$ cat src/logic/crce_pkg.sv
// constants for the programmable crc engine: register indices,
// field positions, reset values and queue depths.
// assumes a 16-bit cpu special-function-register port, one word per index.
package crce_pkg;

    // register indices on the sfr port
    localparam logic [2:0] IDX_CTRL1     = 3'h0;
    localparam logic [2:0] IDX_CTRL2     = 3'h1;
    localparam logic [2:0] IDX_TAPS_LO   = 3'h2;
    localparam logic [2:0] IDX_TAPS_HI   = 3'h3;
    localparam logic [2:0] IDX_IN_LO     = 3'h4;
    localparam logic [2:0] IDX_IN_HI     = 3'h5;
    localparam logic [2:0] IDX_SHIFT_LO  = 3'h6;
    localparam logic [2:0] IDX_SHIFT_HI  = 3'h7;

    // control word 1 field positions
    localparam int POS_MODULE_ON  = 15;
    localparam int POS_COUNT_LSB  = 8;
    localparam int POS_FULL       = 7;
    localparam int POS_EMPTY      = 6;
    localparam int POS_GO         = 4;
    localparam int POS_LSB_FIRST  = 3;

    // control word 2 field positions
    localparam int POS_WIDTH_LSB  = 8;
    localparam int POS_PLEN_LSB   = 0;

    // reset values
    localparam logic [15:0] RST_TAPS   = 16'h0000;
    localparam logic [31:0] RST_SHIFT  = 32'h0000_0000;
    localparam logic [4:0]  RST_FIELD  = 5'h00;

    // queue depth per word width band
    localparam logic [4:0] DEPTH_BYTE  = 5'h10;
    localparam logic [4:0] DEPTH_HALF  = 5'h08;
    localparam logic [4:0] DEPTH_WORD  = 5'h04;
    localparam logic [4:0] LIMIT_BYTE  = 5'h07;
    localparam logic [4:0] LIMIT_HALF  = 5'h0F;

    // bits fed to the engine per clock: shift clock is twice the
    // instruction rate
    localparam logic [5:0] BITS_PER_CLK = 6'h02;

    typedef enum logic [1:0] {
        ST_IDLE,
        ST_FETCH,
        ST_SHIFT
    } crce_state_t;

endpackage : crce_pkg

$ cat src/logic/crce_store.sv
// word store for the crc input queue; one write port, one read port.
// assumes addresses in range; read data appear one clock after rd_en.
`timescale 1ns/1ps
`default_nettype none
module crce_store #(
    parameter int WIDTH  = 32,
    parameter int ADDR_W = 4
) (
    // clock
    input  wire logic              clk,
    input  wire logic              ce,
    // write side
    input  wire logic              wr_en,
    input  wire logic [ADDR_W-1:0] wr_addr,
    input  wire logic [WIDTH-1:0]  wr_data,
    // read side
    input  wire logic              rd_en,
    input  wire logic [ADDR_W-1:0] rd_addr,
    output logic      [WIDTH-1:0]  rd_data
);

    logic [WIDTH-1:0] mem [0:(1<<ADDR_W)-1];

    // no reset on the array: stale entries are never counted as valid
    always_ff @(posedge clk) begin
        if (ce && wr_en) begin
            mem[wr_addr] <= wr_data;
        end
    end

    always_ff @(posedge clk) begin
        if (ce && rd_en) begin
            rd_data <= mem[rd_addr];
        end
    end

endmodule : crce_store
`default_nettype wire

$ cat src/logic/crce_top.sv
// programmable bit-serial crc engine with input queue and sfr port.
// assumes a cpu-side register port on CLK, one access per cycle at most.
//
// Contract
// - low tap register holds terms 1-15 in bits 15:1; bit 0 reads zero.
// - high tap register holds terms 16-31, read/write, zero after reset.
// - input word writes feed the queue; reading them always returns zero.
// - shift register halves are writable directly; reads return crc result.
// - set tap bit xors feedback into its stage; clear bit passes through.
// - length field selects feedback stage; polynomial length is field plus one.
// - polynomials up to order 32 with a 32-bit shift register.
// - constant term always applied at stage zero; tap bit 0 ignored.
// - highest-order term's tap bit has no effect on the result.
// - word width field configures data width from 1 to 32 bits.
// - widths up to 16 use only low input word; high writes ignored.
// - direction bit zero shifts msb first; one shifts lsb first.
// - direction only reorders input bits; result is never reflected.
// - engine is a bit-serial shifter with register-selected taps.
// - queue depth is 16, 8 or 4 words by configured width band.
// - shifting proceeds with go set and count nonzero; count drops per fetch.
// - word width field holds data width minus one.
// - engine consumes two data bits per clock.
`timescale 1ns/1ps
`default_nettype none
module crce_top
    import crce_pkg::*;
#(
    parameter int ADDR_W = 4
) (
    // clock, reset, enable
    input  wire logic        CLK,
    input  wire logic        RST,
    input  wire logic        CE,
    // register port
    input  wire logic [2:0]  ADDR,
    input  wire logic        WR,
    input  wire logic        RD,
    input  wire logic [1:0]  BE,
    input  wire logic [15:0] WDATA,
    output logic      [15:0] RDATA,
    // status
    output logic             BUSY
);

    // configuration and status state
    logic              module_on;
    logic              shift_go;
    logic              lsb_first_select;
    logic [4:0]        word_width_field;
    logic [4:0]        poly_length_field;
    logic [15:0]       poly_taps_low;
    logic [15:0]       poly_taps_high;
    logic [31:0]       crc;
    logic [15:0]       hold_low;
    logic              pend;
    logic [7:0]        pend_byte;
    logic [ADDR_W-1:0] wr_ptr;
    logic [ADDR_W-1:0] rd_ptr;
    logic [4:0]        valid_word_count;
    crce_state_t       state;
    logic [31:0]       sbuf;
    logic [5:0]        remain;

    // combinational
    logic              queue_full_flag;
    logic              byte_mode;
    logic              wide_mode;
    logic              push;
    logic [31:0]       push_data;
    logic              next_pend;
    logic              pop;
    logic [31:0]       rd_word;
    logic [31:0]       taps;
    logic [31:0]       len_mask;
    logic [31:0]       next_crc1;
    logic [31:0]       next_crc2;
    logic [4:0]        next_count;

    function automatic logic wr_hit(input logic [2:0] idx);
        wr_hit = WR && (ADDR == idx);
    endfunction : wr_hit

    // queue limit for a width setting
    function automatic logic [4:0] max_words(input logic [4:0] wfield);
        if (wfield <= LIMIT_BYTE) begin
            max_words = DEPTH_BYTE;
        end else if (wfield <= LIMIT_HALF) begin
            max_words = DEPTH_HALF;
        end else begin
            max_words = DEPTH_WORD;
        end
    endfunction : max_words

    // one serial step: feedback to stage zero and to each enabled tap
    function automatic logic [31:0] crc_step(input logic [31:0] cur,
                                             input logic        din);
        logic        fb;
        logic [31:0] nxt;
        fb = cur[poly_length_field] ^ din;
        nxt[0] = fb;
        for (int i = 1; i < 32; i++) begin
            nxt[i] = cur[i-1] ^ (taps[i] & fb);
        end
        // bits above the length are cleared, dropping the top term
        crc_step = nxt & len_mask;
    endfunction : crc_step

    assign taps      = {poly_taps_high, poly_taps_low};
    assign len_mask  = 32'hFFFF_FFFF >> (5'd31 - poly_length_field);
    assign byte_mode = (word_width_field <= LIMIT_BYTE);
    assign wide_mode = (word_width_field > LIMIT_HALF);
    assign queue_full_flag =
        (valid_word_count >= max_words(word_width_field));

    // queue fill
    always_comb begin
        push      = 1'b0;
        push_data = 32'h0000_0000;
        next_pend = 1'b0;
        if (!module_on) begin
            push = 1'b0;
        end else if (pend) begin
            push      = !queue_full_flag;
            push_data = {24'h00_0000, pend_byte};
        end else if (wr_hit(IDX_IN_LO) && !wide_mode) begin
            if (byte_mode) begin
                if (BE[0]) begin
                    push      = !queue_full_flag;
                    push_data = {16'h0000, WDATA};
                    next_pend = BE[1];
                end else if (BE[1]) begin
                    push      = !queue_full_flag;
                    push_data = {24'h00_0000, WDATA[15:8]};
                end
            end else begin
                push      = !queue_full_flag;
                push_data = {16'h0000, WDATA};
            end
        end else if (wr_hit(IDX_IN_HI) && wide_mode) begin
            push      = !queue_full_flag;
            push_data = {WDATA, hold_low};
        end
    end

    assign pop = module_on && shift_go && (state == ST_IDLE)
                 && (valid_word_count != 5'h00);

    always_comb begin
        next_count = valid_word_count;
        if (push && !pop) begin
            next_count = valid_word_count + 5'h01;
        end else if (pop && !push) begin
            next_count = valid_word_count - 5'h01;
        end
    end

    crce_store #(
        .WIDTH  (32),
        .ADDR_W (ADDR_W)
    ) u_store (
        .clk     (CLK),
        .ce      (CE),
        .wr_en   (push),
        .wr_addr (wr_ptr),
        .wr_data (push_data),
        .rd_en   (pop),
        .rd_addr (rd_ptr),
        .rd_data (rd_word)
    );

    // queue pointers, count and the split byte of a two-byte write
    always_ff @(posedge CLK) begin
        if (RST) begin
            wr_ptr           <= '0;
            rd_ptr           <= '0;
            valid_word_count <= 5'h00;
            pend             <= 1'b0;
            pend_byte        <= 8'h00;
        end else if (CE) begin
            if (!module_on) begin
                wr_ptr           <= '0;
                rd_ptr           <= '0;
                valid_word_count <= 5'h00;
                pend             <= 1'b0;
            end else begin
                if (push) begin
                    wr_ptr <= wr_ptr + 1'b1;
                end
                if (pop) begin
                    rd_ptr <= rd_ptr + 1'b1;
                end
                valid_word_count <= next_count;
                pend             <= next_pend;
                if (next_pend) begin
                    pend_byte <= WDATA[15:8];
                end
            end
        end
    end

    // low half waits here until the high half completes the word
    always_ff @(posedge CLK) begin
        if (RST) begin
            hold_low <= 16'h0000;
        end else if (CE && wr_hit(IDX_IN_LO) && wide_mode) begin
            hold_low <= WDATA;
        end
    end

    // control and polynomial registers
    always_ff @(posedge CLK) begin
        if (RST) begin
            module_on         <= 1'b0;
            shift_go          <= 1'b0;
            lsb_first_select  <= 1'b0;
            word_width_field  <= RST_FIELD;
            poly_length_field <= RST_FIELD;
            poly_taps_low     <= RST_TAPS;
            poly_taps_high    <= RST_TAPS;
        end else if (CE) begin
            if (wr_hit(IDX_CTRL1) && BE[1]) begin
                module_on <= WDATA[POS_MODULE_ON];
            end
            if (wr_hit(IDX_CTRL1) && BE[0]) begin
                shift_go         <= WDATA[POS_GO];
                lsb_first_select <= WDATA[POS_LSB_FIRST];
            end
            if (wr_hit(IDX_CTRL2) && BE[1]) begin
                word_width_field <= WDATA[POS_WIDTH_LSB +: 5];
            end
            if (wr_hit(IDX_CTRL2) && BE[0]) begin
                poly_length_field <= WDATA[POS_PLEN_LSB +: 5];
            end
            if (wr_hit(IDX_TAPS_LO)) begin
                if (BE[0]) begin
                    poly_taps_low[7:0] <= {WDATA[7:1], 1'b0};
                end
                if (BE[1]) begin
                    poly_taps_low[15:8] <= WDATA[15:8];
                end
            end
            if (wr_hit(IDX_TAPS_HI)) begin
                if (BE[0]) begin
                    poly_taps_high[7:0] <= WDATA[7:0];
                end
                if (BE[1]) begin
                    poly_taps_high[15:8] <= WDATA[15:8];
                end
            end
        end
    end

    // serial steps for this clock
    assign next_crc1 = crc_step(crc, lsb_first_select ? sbuf[0] : sbuf[31]);
    assign next_crc2 = crc_step(next_crc1,
                                lsb_first_select ? sbuf[1] : sbuf[30]);

    // engine sequencing: fetch a word, then shift two bits per clock
    always_ff @(posedge CLK) begin
        if (RST) begin
            state  <= ST_IDLE;
            sbuf   <= 32'h0000_0000;
            remain <= 6'h00;
            BUSY   <= 1'b0;
        end else if (CE) begin
            unique case (state)
                ST_IDLE: begin
                    if (pop) begin
                        state <= ST_FETCH;
                        BUSY  <= 1'b1;
                    end
                end
                ST_FETCH: begin
                    // msb-first aligns the top used bit to bit 31 so
                    // unused upper bits fall off
                    if (lsb_first_select) begin
                        sbuf <= rd_word;
                    end else begin
                        sbuf <= rd_word << (5'd31 - word_width_field);
                    end
                    remain <= {1'b0, word_width_field} + 6'h01;
                    state  <= ST_SHIFT;
                end
                ST_SHIFT: begin
                    if (shift_go) begin
                        if (lsb_first_select) begin
                            sbuf <= sbuf >> BITS_PER_CLK;
                        end else begin
                            sbuf <= sbuf << BITS_PER_CLK;
                        end
                        if (remain <= BITS_PER_CLK) begin
                            remain <= 6'h00;
                            state  <= ST_IDLE;
                            BUSY   <= 1'b0;
                        end else begin
                            remain <= remain - BITS_PER_CLK;
                        end
                    end
                end
            endcase
            if (!module_on) begin
                state <= ST_IDLE;
                BUSY  <= 1'b0;
            end
        end
    end

    // crc register: a cpu write wins over a shift step in the same clock
    always_ff @(posedge CLK) begin
        if (RST) begin
            crc <= RST_SHIFT;
        end else if (CE) begin
            if (state == ST_SHIFT && shift_go && module_on) begin
                if (remain >= BITS_PER_CLK) begin
                    crc <= next_crc2;
                end else begin
                    crc <= next_crc1;
                end
            end
            if (wr_hit(IDX_SHIFT_LO)) begin
                if (BE[0]) begin
                    crc[7:0] <= WDATA[7:0];
                end
                if (BE[1]) begin
                    crc[15:8] <= WDATA[15:8];
                end
            end
            if (wr_hit(IDX_SHIFT_HI)) begin
                if (BE[0]) begin
                    crc[23:16] <= WDATA[7:0];
                end
                if (BE[1]) begin
                    crc[31:24] <= WDATA[15:8];
                end
            end
        end
    end

    // read data, one clock after RD
    always_ff @(posedge CLK) begin
        if (RST) begin
            RDATA <= 16'h0000;
        end else if (CE && RD) begin
            RDATA <= 16'h0000;
            unique case (ADDR)
                IDX_CTRL1: begin
                    RDATA[POS_MODULE_ON]        <= module_on;
                    RDATA[POS_COUNT_LSB +: 5]   <= valid_word_count;
                    RDATA[POS_FULL]             <= queue_full_flag;
                    RDATA[POS_EMPTY]            <= (valid_word_count == 5'h00);
                    RDATA[POS_GO]               <= shift_go;
                    RDATA[POS_LSB_FIRST]        <= lsb_first_select;
                end
                IDX_CTRL2: begin
                    RDATA[POS_WIDTH_LSB +: 5] <= word_width_field;
                    RDATA[POS_PLEN_LSB +: 5]  <= poly_length_field;
                end
                IDX_TAPS_LO:  RDATA <= poly_taps_low;
                IDX_TAPS_HI:  RDATA <= poly_taps_high;
                IDX_IN_LO:    RDATA <= 16'h0000;
                IDX_IN_HI:    RDATA <= 16'h0000;
                IDX_SHIFT_LO: RDATA <= crc[15:0];
                IDX_SHIFT_HI: RDATA <= crc[31:16];
            endcase
        end
    end

endmodule : crce_top
`default_nettype wire

$ cat config.mk
export PLATFORM = sky130hd
export DESIGN_NAME = crce_top
export DESIGN_NICKNAME = d
export VERILOG_FILES = /design/src/logic/crce_pkg.sv /design/src/logic/crce_store.sv /design/src/logic/crce_top.sv
export SDC_FILE = /design/constraint.sdc
export NUM_CORES = 1
export LEC_CHECK = 0
export BUFFER_PORTS_ARGS = -buffer_cell sky130_fd_sc_hd__buf_2
export CORE_MARGIN = 2
export CORE_UTILIZATION = 29
export DETAILED_ROUTE_END_ITERATION = 16
export GPL_TIMING_DRIVEN = 0
export SYNTH_ARGS = -nofsm -noshare
export SYNTH_HDL_FRONTEND = slang
export SYNTH_SLANG_ARGS = --single-unit
$ cat constraint.sdc
create_clock -name CLK -period 5.6 [get_ports CLK]
set_input_delay 0.84 -clock CLK [delete_from_list [all_inputs] [get_ports CLK]]
set_output_delay 0.84 -clock CLK [all_outputs]
set_load 0.1 [all_outputs]
==> results of run 1 <==
state kept, by name, summed over array words and instances, names as in the netlist, 2 cells and up:
signal	count
u_store.mem	512
u_store.rd_data	32
rd_ptr	4
RDATA	16
poly_taps_high	16
pend_byte	8
crc	32
word_width_field	5
state	2
wr_ptr	4
poly_length_field	5
valid_word_count	5
hold_low	16
sbuf	32
poly_taps_low	15
remain	6
final cells by class:
cell class,count,share of cell area (%)
inverter,26,0.246
clock inverter,43,1.35
multi-input combinational,1705,34.4
buffer,203,2.07
timing repair buffer,67,2.01
clock buffer,101,5.31
tap,1524,4.80
sequential,715,49.7
antenna,5,0.0315
worst paths after layout:
kind                                                        start                      to  depth (start not counted)
worst min register to register             RDATA[11]$_SDFFE_PP0P_  RDATA[11]$_SDFFE_PP0P_                          2
worst max register to register  poly_length_field[1]$_SDFFE_PP0P_     crc[1]$_SDFFE_PP0P_                         17
worst min-delay path                       RDATA[11]$_SDFFE_PP0P_  RDATA[11]$_SDFFE_PP0P_                          2
worst max-delay path            poly_length_field[1]$_SDFFE_PP0P_     crc[1]$_SDFFE_PP0P_                         17
worst register-to-register path, stage by stage (launching register included):
cell	delay [ns]
dfxtp_1	0.33
buf_6	0.16
mux2_2	0.35
a222oi_1	0.59
a31o_1	0.29
a211oi_4	0.11
xnor2_2	0.65
buf_2	0.43
nand2_1	0.14
xor2_1	0.37
o2111ai_1	0.18
o21ai_1	0.43
and3_1	0.23
buf_2	0.16
clkbuf_1	0.54
o21ai_0	0.17
a21boi_0	0.25
o22ai_1	0.12
per-layer routing:
metal,up-vias,share of wire [%],GRT usage [%]
met5,-,0,0
met3,288,11,3.97
met1,12500,41,26.1
met4,0,4.5,8.05
met2,1550,44,28.9
li1,10500,-,-
through the flow:
step	worst slack, ns	hold slack, ns	cells	cell area (um^2)
global route	-0.0483	0.485	4385	39700
global placement	-4.01	0.442	4206	36300
floorplan	0.205	0.437	2650	34200
CTS	0.0296	0.449	4385	39700
detailed placement	-0.229	0.442	4241	37000
finish	-0.0393	0.449	4389	39700
power groups by stage:
stage | Sequential, mW | Combinational, mW | Clock (mW)
final | 5.65 | 0.306 | 5.28
after global routing | 5.65 | 0.313 | 5.54
after CTS | 5.65 | 0.293 | 5.33
after detailed placement | 5.76 | 0.292 | 0
after global placement | 5.76 | 0.292 | 0
after floorplan | 5.79 | 0.137 | 0
layout by cell type, fill, tap and decap left out, types with 14 or more instances in the layout:
| cell type | netlist | final |
|---|---|---|
| mux2i_1 | 147 | 147 |
| mux2_2 | 19 | 19 |
| nor3_1 | 49 | 44 |
| a22oi_1 | 30 | 30 |
| o211ai_1 | 28 | 28 |
| a211oi_1 | 36 | 36 |
| buf_6 | 5 | 17 |
| nor2_4 | 1 | 14 |
| a21oi_1 | 129 | 128 |
| xor2_1 | 20 | 20 |
| clkinv_1 | 1 | 16 |
| clkbuf_16 | 0 | 80 |
| o21ai_0 | 85 | 85 |
| buf_2 | 7 | 39 |
| buf_1 | 36 | 35 |
| nand2_1 | 265 | 265 |
| and3_1 | 19 | 19 |
| edfxtp_1 | 544 | 544 |
| mux4_2 | 199 | 199 |
| nand2b_1 | 18 | 18 |
| and2_1 | 40 | 40 |
| inv_1 | 22 | 22 |
| ha_1 | 19 | 19 |
| nand3_1 | 65 | 64 |
| dfxtp_1 | 171 | 171 |
| nor2_1 | 292 | 278 |
| clkbuf_1 | 153 | 168 |
timing repair:
item / 4_1_cts / 5_1_grt
gates resized for setup: 1 / 8
setup buffers: 0 / 0
setup endpoints to repair: 6 / 92
logic make-up (layout without fill, tap and decap cells):
| group | count (synthesis) | count (layout) | share of synthesized area (%) |
|---|---|---|---|
| multiplexers | 367 | 367 | 18.1 |
| flip-flops | 715 | 715 | 57.8 |
| AO/OA/AOI/OAI | 450 | 450 | 8.82 |
| buffers and inverters | 230 | 440 | 2.69 |
| XOR/XNOR | 35 | 35 | 0.918 |
| adder cells (fa/ha/maj) | 20 | 20 | 0.754 |
| AND/OR/NAND/NOR | 833 | 833 | 10.9 |
| other | 0 | 5 | 0 |
==> flow_metrics.tcl, run 1 <==
set metrics [dict create \
    regArea_mm2 0.0198 \
    cts.hold.buffers_added 0 \
    dp_hpwl_um 81200 \
    period_share_pct 101 \
    antenna_found_initial 4 \
    rows 125 \
    root_buffer "clkbuf_16" \
    avgSynthCellArea_um2 12.9 \
    p_sw_share_pct 22.2 \
    synth_area_leaders "edfxtp_1 48%, mux4_2 13%, dfxtp_1 10%" \
    ant_nets 0 \
    drive_gt1_share_pct 16.0 \
    postSynth.asyncResetShare_pct 0 \
    grt_use_total_pct 19.0 \
    vias 24900 \
    grt_pass1_wl_um 169000 \
    tightest_slew_ns 1.33 \
    yosysMostFrequentCell "edfxtp_1" \
    clkTransAtPathRegs_ns 0.07 \
    peakVddDrop_v 0.000211 \
    violations "setup timing" \
    ys_ff_latch 715 \
    drv_slew 0 \
    finalSetupTns_ns -0.0593 \
    nets 2843 \
    synth_top_area_share_pct 47.8 \
    clkLatencyLatePin_ns 0.66 \
    min_path_type "flop to flop" \
    die-area_mm2 0.121 \
    coreArea_mm2 0.117 \
    critPathSlowestCell "xnor2_2" \
    critPathKind "flop to flop" \
    drv_cap 0 \
    postSynthCellCount 2650 \
    cts.sinks 715 \
    portBuffers 32 \
    run_status "complete, but fails checks" \
    numCtsBuffers 79 \
    fillers 11200 \
    synthDistinctLibCells 86 \
    critPathMaxStageDelay_ns 0.65 \
    multi_input_area_mm2 0.0137 \
    cp-start-kind "flop" \
    combPwrFrac_pct 2.7 \
    period_minus_slack_ns 5.64 \
    gp_congestion 1.02 \
    grt_overflow_total 0 \
    via_per_inst 5.67 \
    htree_levels 3 \
    p_seq_share_pct 50.3 \
    grt_pass1_vias 23800 \
    area.growth.synth_to_final_pct 16.1 \
    wl_um 117000 \
    io_pins 43 \
    tritoncts "yes" \
    path_common_cell "buf_2" \
    synth_ff_type "edfxtp_1" \
    cp_max_fo 10 \
    grt_max_degree 35 \
    pwr-share-clk_pct 47.0 \
    synth_top_cell_by_area "edfxtp_1" \
    total_power_mw 11.2 \
    synth.cell_area_mm2 0.0342 \
    p_leak_nw 11.3 \
    floorplan.initialDensity_pct 29.4 \
    switching_power_mw 2.50 \
    fin_util_pct 34.1 \
    setup_ws_ns -0.0393 \
    yosys_warnings 0 \
    cts_buffer_depth 3 \
    setup_viol_count_final 2 \
    internal_power_mw 8.73 \
    critPathBufInv 4 \
    hold_violations 0 \
    cp_top_family "compound AO/OA/AOI/OAI gates" \
    endpoint_kind "flop" \
    fp.dieW_um 347 \
    synth.yosys.seq_area_share_pct 57.8 \
    wl_per_cell_um 26.6 \
    cp_cell_sequence "buf_6 -> mux2_2 -> a222oi_1 -> a31o_1 -> a211oi_4 -> xnor2_2 -> buf_2 -> nand2_1 -> xor2_1 -> o2111ai_1 -> o21ai_1 -> and3_1 -> buf_2 -> clkbuf_1 -> o21ai_0 -> a21boi_0 -> o22ai_1" \
    synth_edf_count 544 \
    drt-pass1-iter-count 8 \
    rsz0062_at_grt "true" \
    drt_iter0_markers 3641 \
    relSlewSlack_pct 11.2 \
    pwr_density_cell_mw_per_mm2 283 \
    worstPathArrival_ns 6.13 \
    final.setup_skew_ns 0.0466 \
    fp.dieH_um 347 \
    drc 0 \
    synthesis.nets 2696 \
    cp.required_ns 6.10 \
    yosys-top-cells-count "544 x edfxtp_1, 292 x nor2_1, 265 x nand2_1" \
    fmax_mhz 177 \
    r2r_slack_ns -0.04 \
]
No activity file was read; power rests on OpenSTA's default activity.
==> inputs of run 2 (changes only) <==
--- a/config.mk
+++ b/config.mk
@@ -10,6 +10,8 @@
 export CORE_UTILIZATION = 29
 export DETAILED_ROUTE_END_ITERATION = 16
 export GPL_TIMING_DRIVEN = 0
+export MAX_ROUTING_LAYER = met4
+export SLEW_MARGIN = 10
 export SYNTH_ARGS = -nofsm -noshare
 export SYNTH_HDL_FRONTEND = slang
 export SYNTH_SLANG_ARGS = --single-unit
==> run 2 against run 1 <==
  * The run now ends clean
  * First-iteration DRC count shrank 3.8%
  * Worst hold slack gained 0.0011 ns
  * Clock power shrank 5.9%
  * Flip-flop and latch count is the same
  * Worst setup slack gained 0.073 ns
  * Final area shrank 0.12%
  * Critical path type unchanged
==> flow_metrics.tcl, run 2 (synthesis results as in run 1) <==
set metrics [dict create \
    run_status "completed" \
    portBuffers 32 \
    area.growth.synth_to_final_pct 16.0 \
    wl_um 118000 \
    drv_cap 0 \
    relSlewSlack_pct 15.3 \
    rows 125 \
    pwr-share-clk_pct 45.5 \
    numCtsBuffers 78 \
    tritoncts "yes" \
    period_minus_slack_ns 5.57 \
    cts.sinks 715 \
    floorplan.initialDensity_pct 29.4 \
    die-area_mm2 0.121 \
    drt_iter0_markers 3503 \
    mostFrequentLayoutCell "edfxtp_1" \
    drive_gt1_share_pct 16.3 \
    worstPathArrival_ns 6.15 \
    antenna_found_initial 3 \
    combPwrFrac_pct 2.9 \
    cp-start-kind "flop" \
    place_inst 4249 \
    vias 24900 \
    gp_congestion 1.04 \
    cts_setup_buffers 0 \
    dp_hpwl_um 82200 \
    min_path_type "flop to flop" \
    critPathKind "flop to flop" \
    drv_slew 0 \
    whs_ns 0.450 \
    grt_pass1_vias 23600 \
    p_sw_share_pct 22.4 \
    peakVddDrop_v 0.000210 \
    p_seq_share_pct 51.7 \
    nets 2850 \
    cp.required_ns 6.18 \
    p_leak_nw 11.4 \
    hold_violations 0 \
    grt_overflow_total 0 \
    wl_per_cell_um 26.8 \
    clkTransAtPathRegs_ns 0.06 \
    grt_use_total_pct 19.7 \
    grt_pass1_wl_um 169000 \
    htree_levels 3 \
    switching_power_mw 2.45 \
    setup_viol_count_final 0 \
    internal_power_mw 8.48 \
    fp.dieW_um 347 \
    period_share_pct 99.4 \
    ant_nets 0 \
    final_cell_mix "544 x edfxtp_1, 278 x nor2_1, 265 x nand2_1" \
    stdcell_count 4385 \
    root_buffer "clkbuf_16" \
    final.setup_skew_ns 0.0333 \
    cp_max_fo 10 \
    endpoint_kind "flop" \
    clkLatencyLatePin_ns 0.66 \
    via_per_inst 5.67 \
    largest_register "u_store.mem" \
    cts_buffer_depth 3 \
    drt-pass1-iter-count 6 \
    drc 0 \
    fmax_mhz 180 \
    coreArea_mm2 0.117 \
    fp.dieH_um 347 \
    pwr_density_cell_mw_per_mm2 276 \
    tightest_slew_ns 1.27 \
    largest_reg_flops 512 \
    dp_slack_ns -0.127 \
    finalSetupTns_ns 0 \
    io_pins 43 \
    setup_ws_ns 0.0336 \
    grt_max_degree 34 \
]
## run 2: through the flow
stage / power [mW] / cell area [um^2] / util (%)
floorplan: 5.92 / 34200 / -
global placement: 6.06 / 36300 / 31.1
detailed placement: 6.06 / 37200 / 31.9
CTS: 11.0 / 39700 / 34.0
global route: 11.2 / 39700 / 34.0
finish: 10.9 / 39700 / 34.0
## run 2: final timing paths
| check | from | to | slack [ns] | cells after the start |
|---|---|---|---|---|
| max | poly_length_field[0]$_SDFFE_PP0P_ | crc[10]$_SDFFE_PP0P_ | 0.03 | 17 |
| min | RDATA[10]$_SDFFE_PP0P_ | RDATA[10]$_SDFFE_PP0P_ | 0.45 | 2 |
| max reg2reg | poly_length_field[0]$_SDFFE_PP0P_ | crc[10]$_SDFFE_PP0P_ | 0.03 | 17 |
| min reg2reg | RDATA[10]$_SDFFE_PP0P_ | RDATA[10]$_SDFFE_PP0P_ | 0.45 | 2 |
## run 2: what timing repair did
item,CTS,global route
cloned,0,0
gates resized for setup,2,8
hold buffers,0,0
endpoints found under the setup margin,2,25
## run 2: cell type report
class                           count  area [um^2]
Antenna cell                        4         10.0
Buffer                            203          825
Clock buffer                      100         2120
Clock inverter                     33          327
Fill cell                       11300        76800
Inverter                           26         97.6
Multi-Input combinational cell   1705        13700
Sequential cell                   715        19800
Tap cell                         1524         1910
Timing Repair Buffer               75          960
## run 2: layer usage
| layer | track usage [%] | vias up | wire length [um] |
|---|---|---|---|
| met5 | - | - | 0 |
| met4 | 7.96 | 0 | 5000 |
| met3 | 3.91 | 302 | 10900 |
| met2 | 28.9 | 1408 | 52200 |
| met1 | 26.6 | 12700 | 49600 |
| li1 | - | 10500 | - |
## run 2: critical path: stages (launching register included)
cell and delay, ns:
dfxtp_1 0.29, buf_4 0.17, nand2b_1 0.40, o22ai_2 0.36, a22oi_1 0.17, a211oi_4 0.56, buf_6 0.28, mux2i_1 0.32
mux2i_1 0.58, a221oi_1 0.19, a32oi_1 0.37, a211oi_4 0.12, a21oi_1 0.53, or2_1 0.21, buf_6 0.18, buf_2 0.42
o211ai_1 0.15, a31oi_1 0.19
## run 2: power groups by stage
| stage | combinational [mW] | sequential [mW] | clock, mW |
|---|---|---|---|
| after global placement | 0.298 | 5.76 | 0 |
| after detailed placement | 0.298 | 5.76 | 0 |
| final | 0.312 | 5.65 | 4.97 |
| after CTS | 0.299 | 5.65 | 5.03 |
| after floorplan | 0.137 | 5.79 | 0 |
| after global routing | 0.318 | 5.65 | 5.23 |
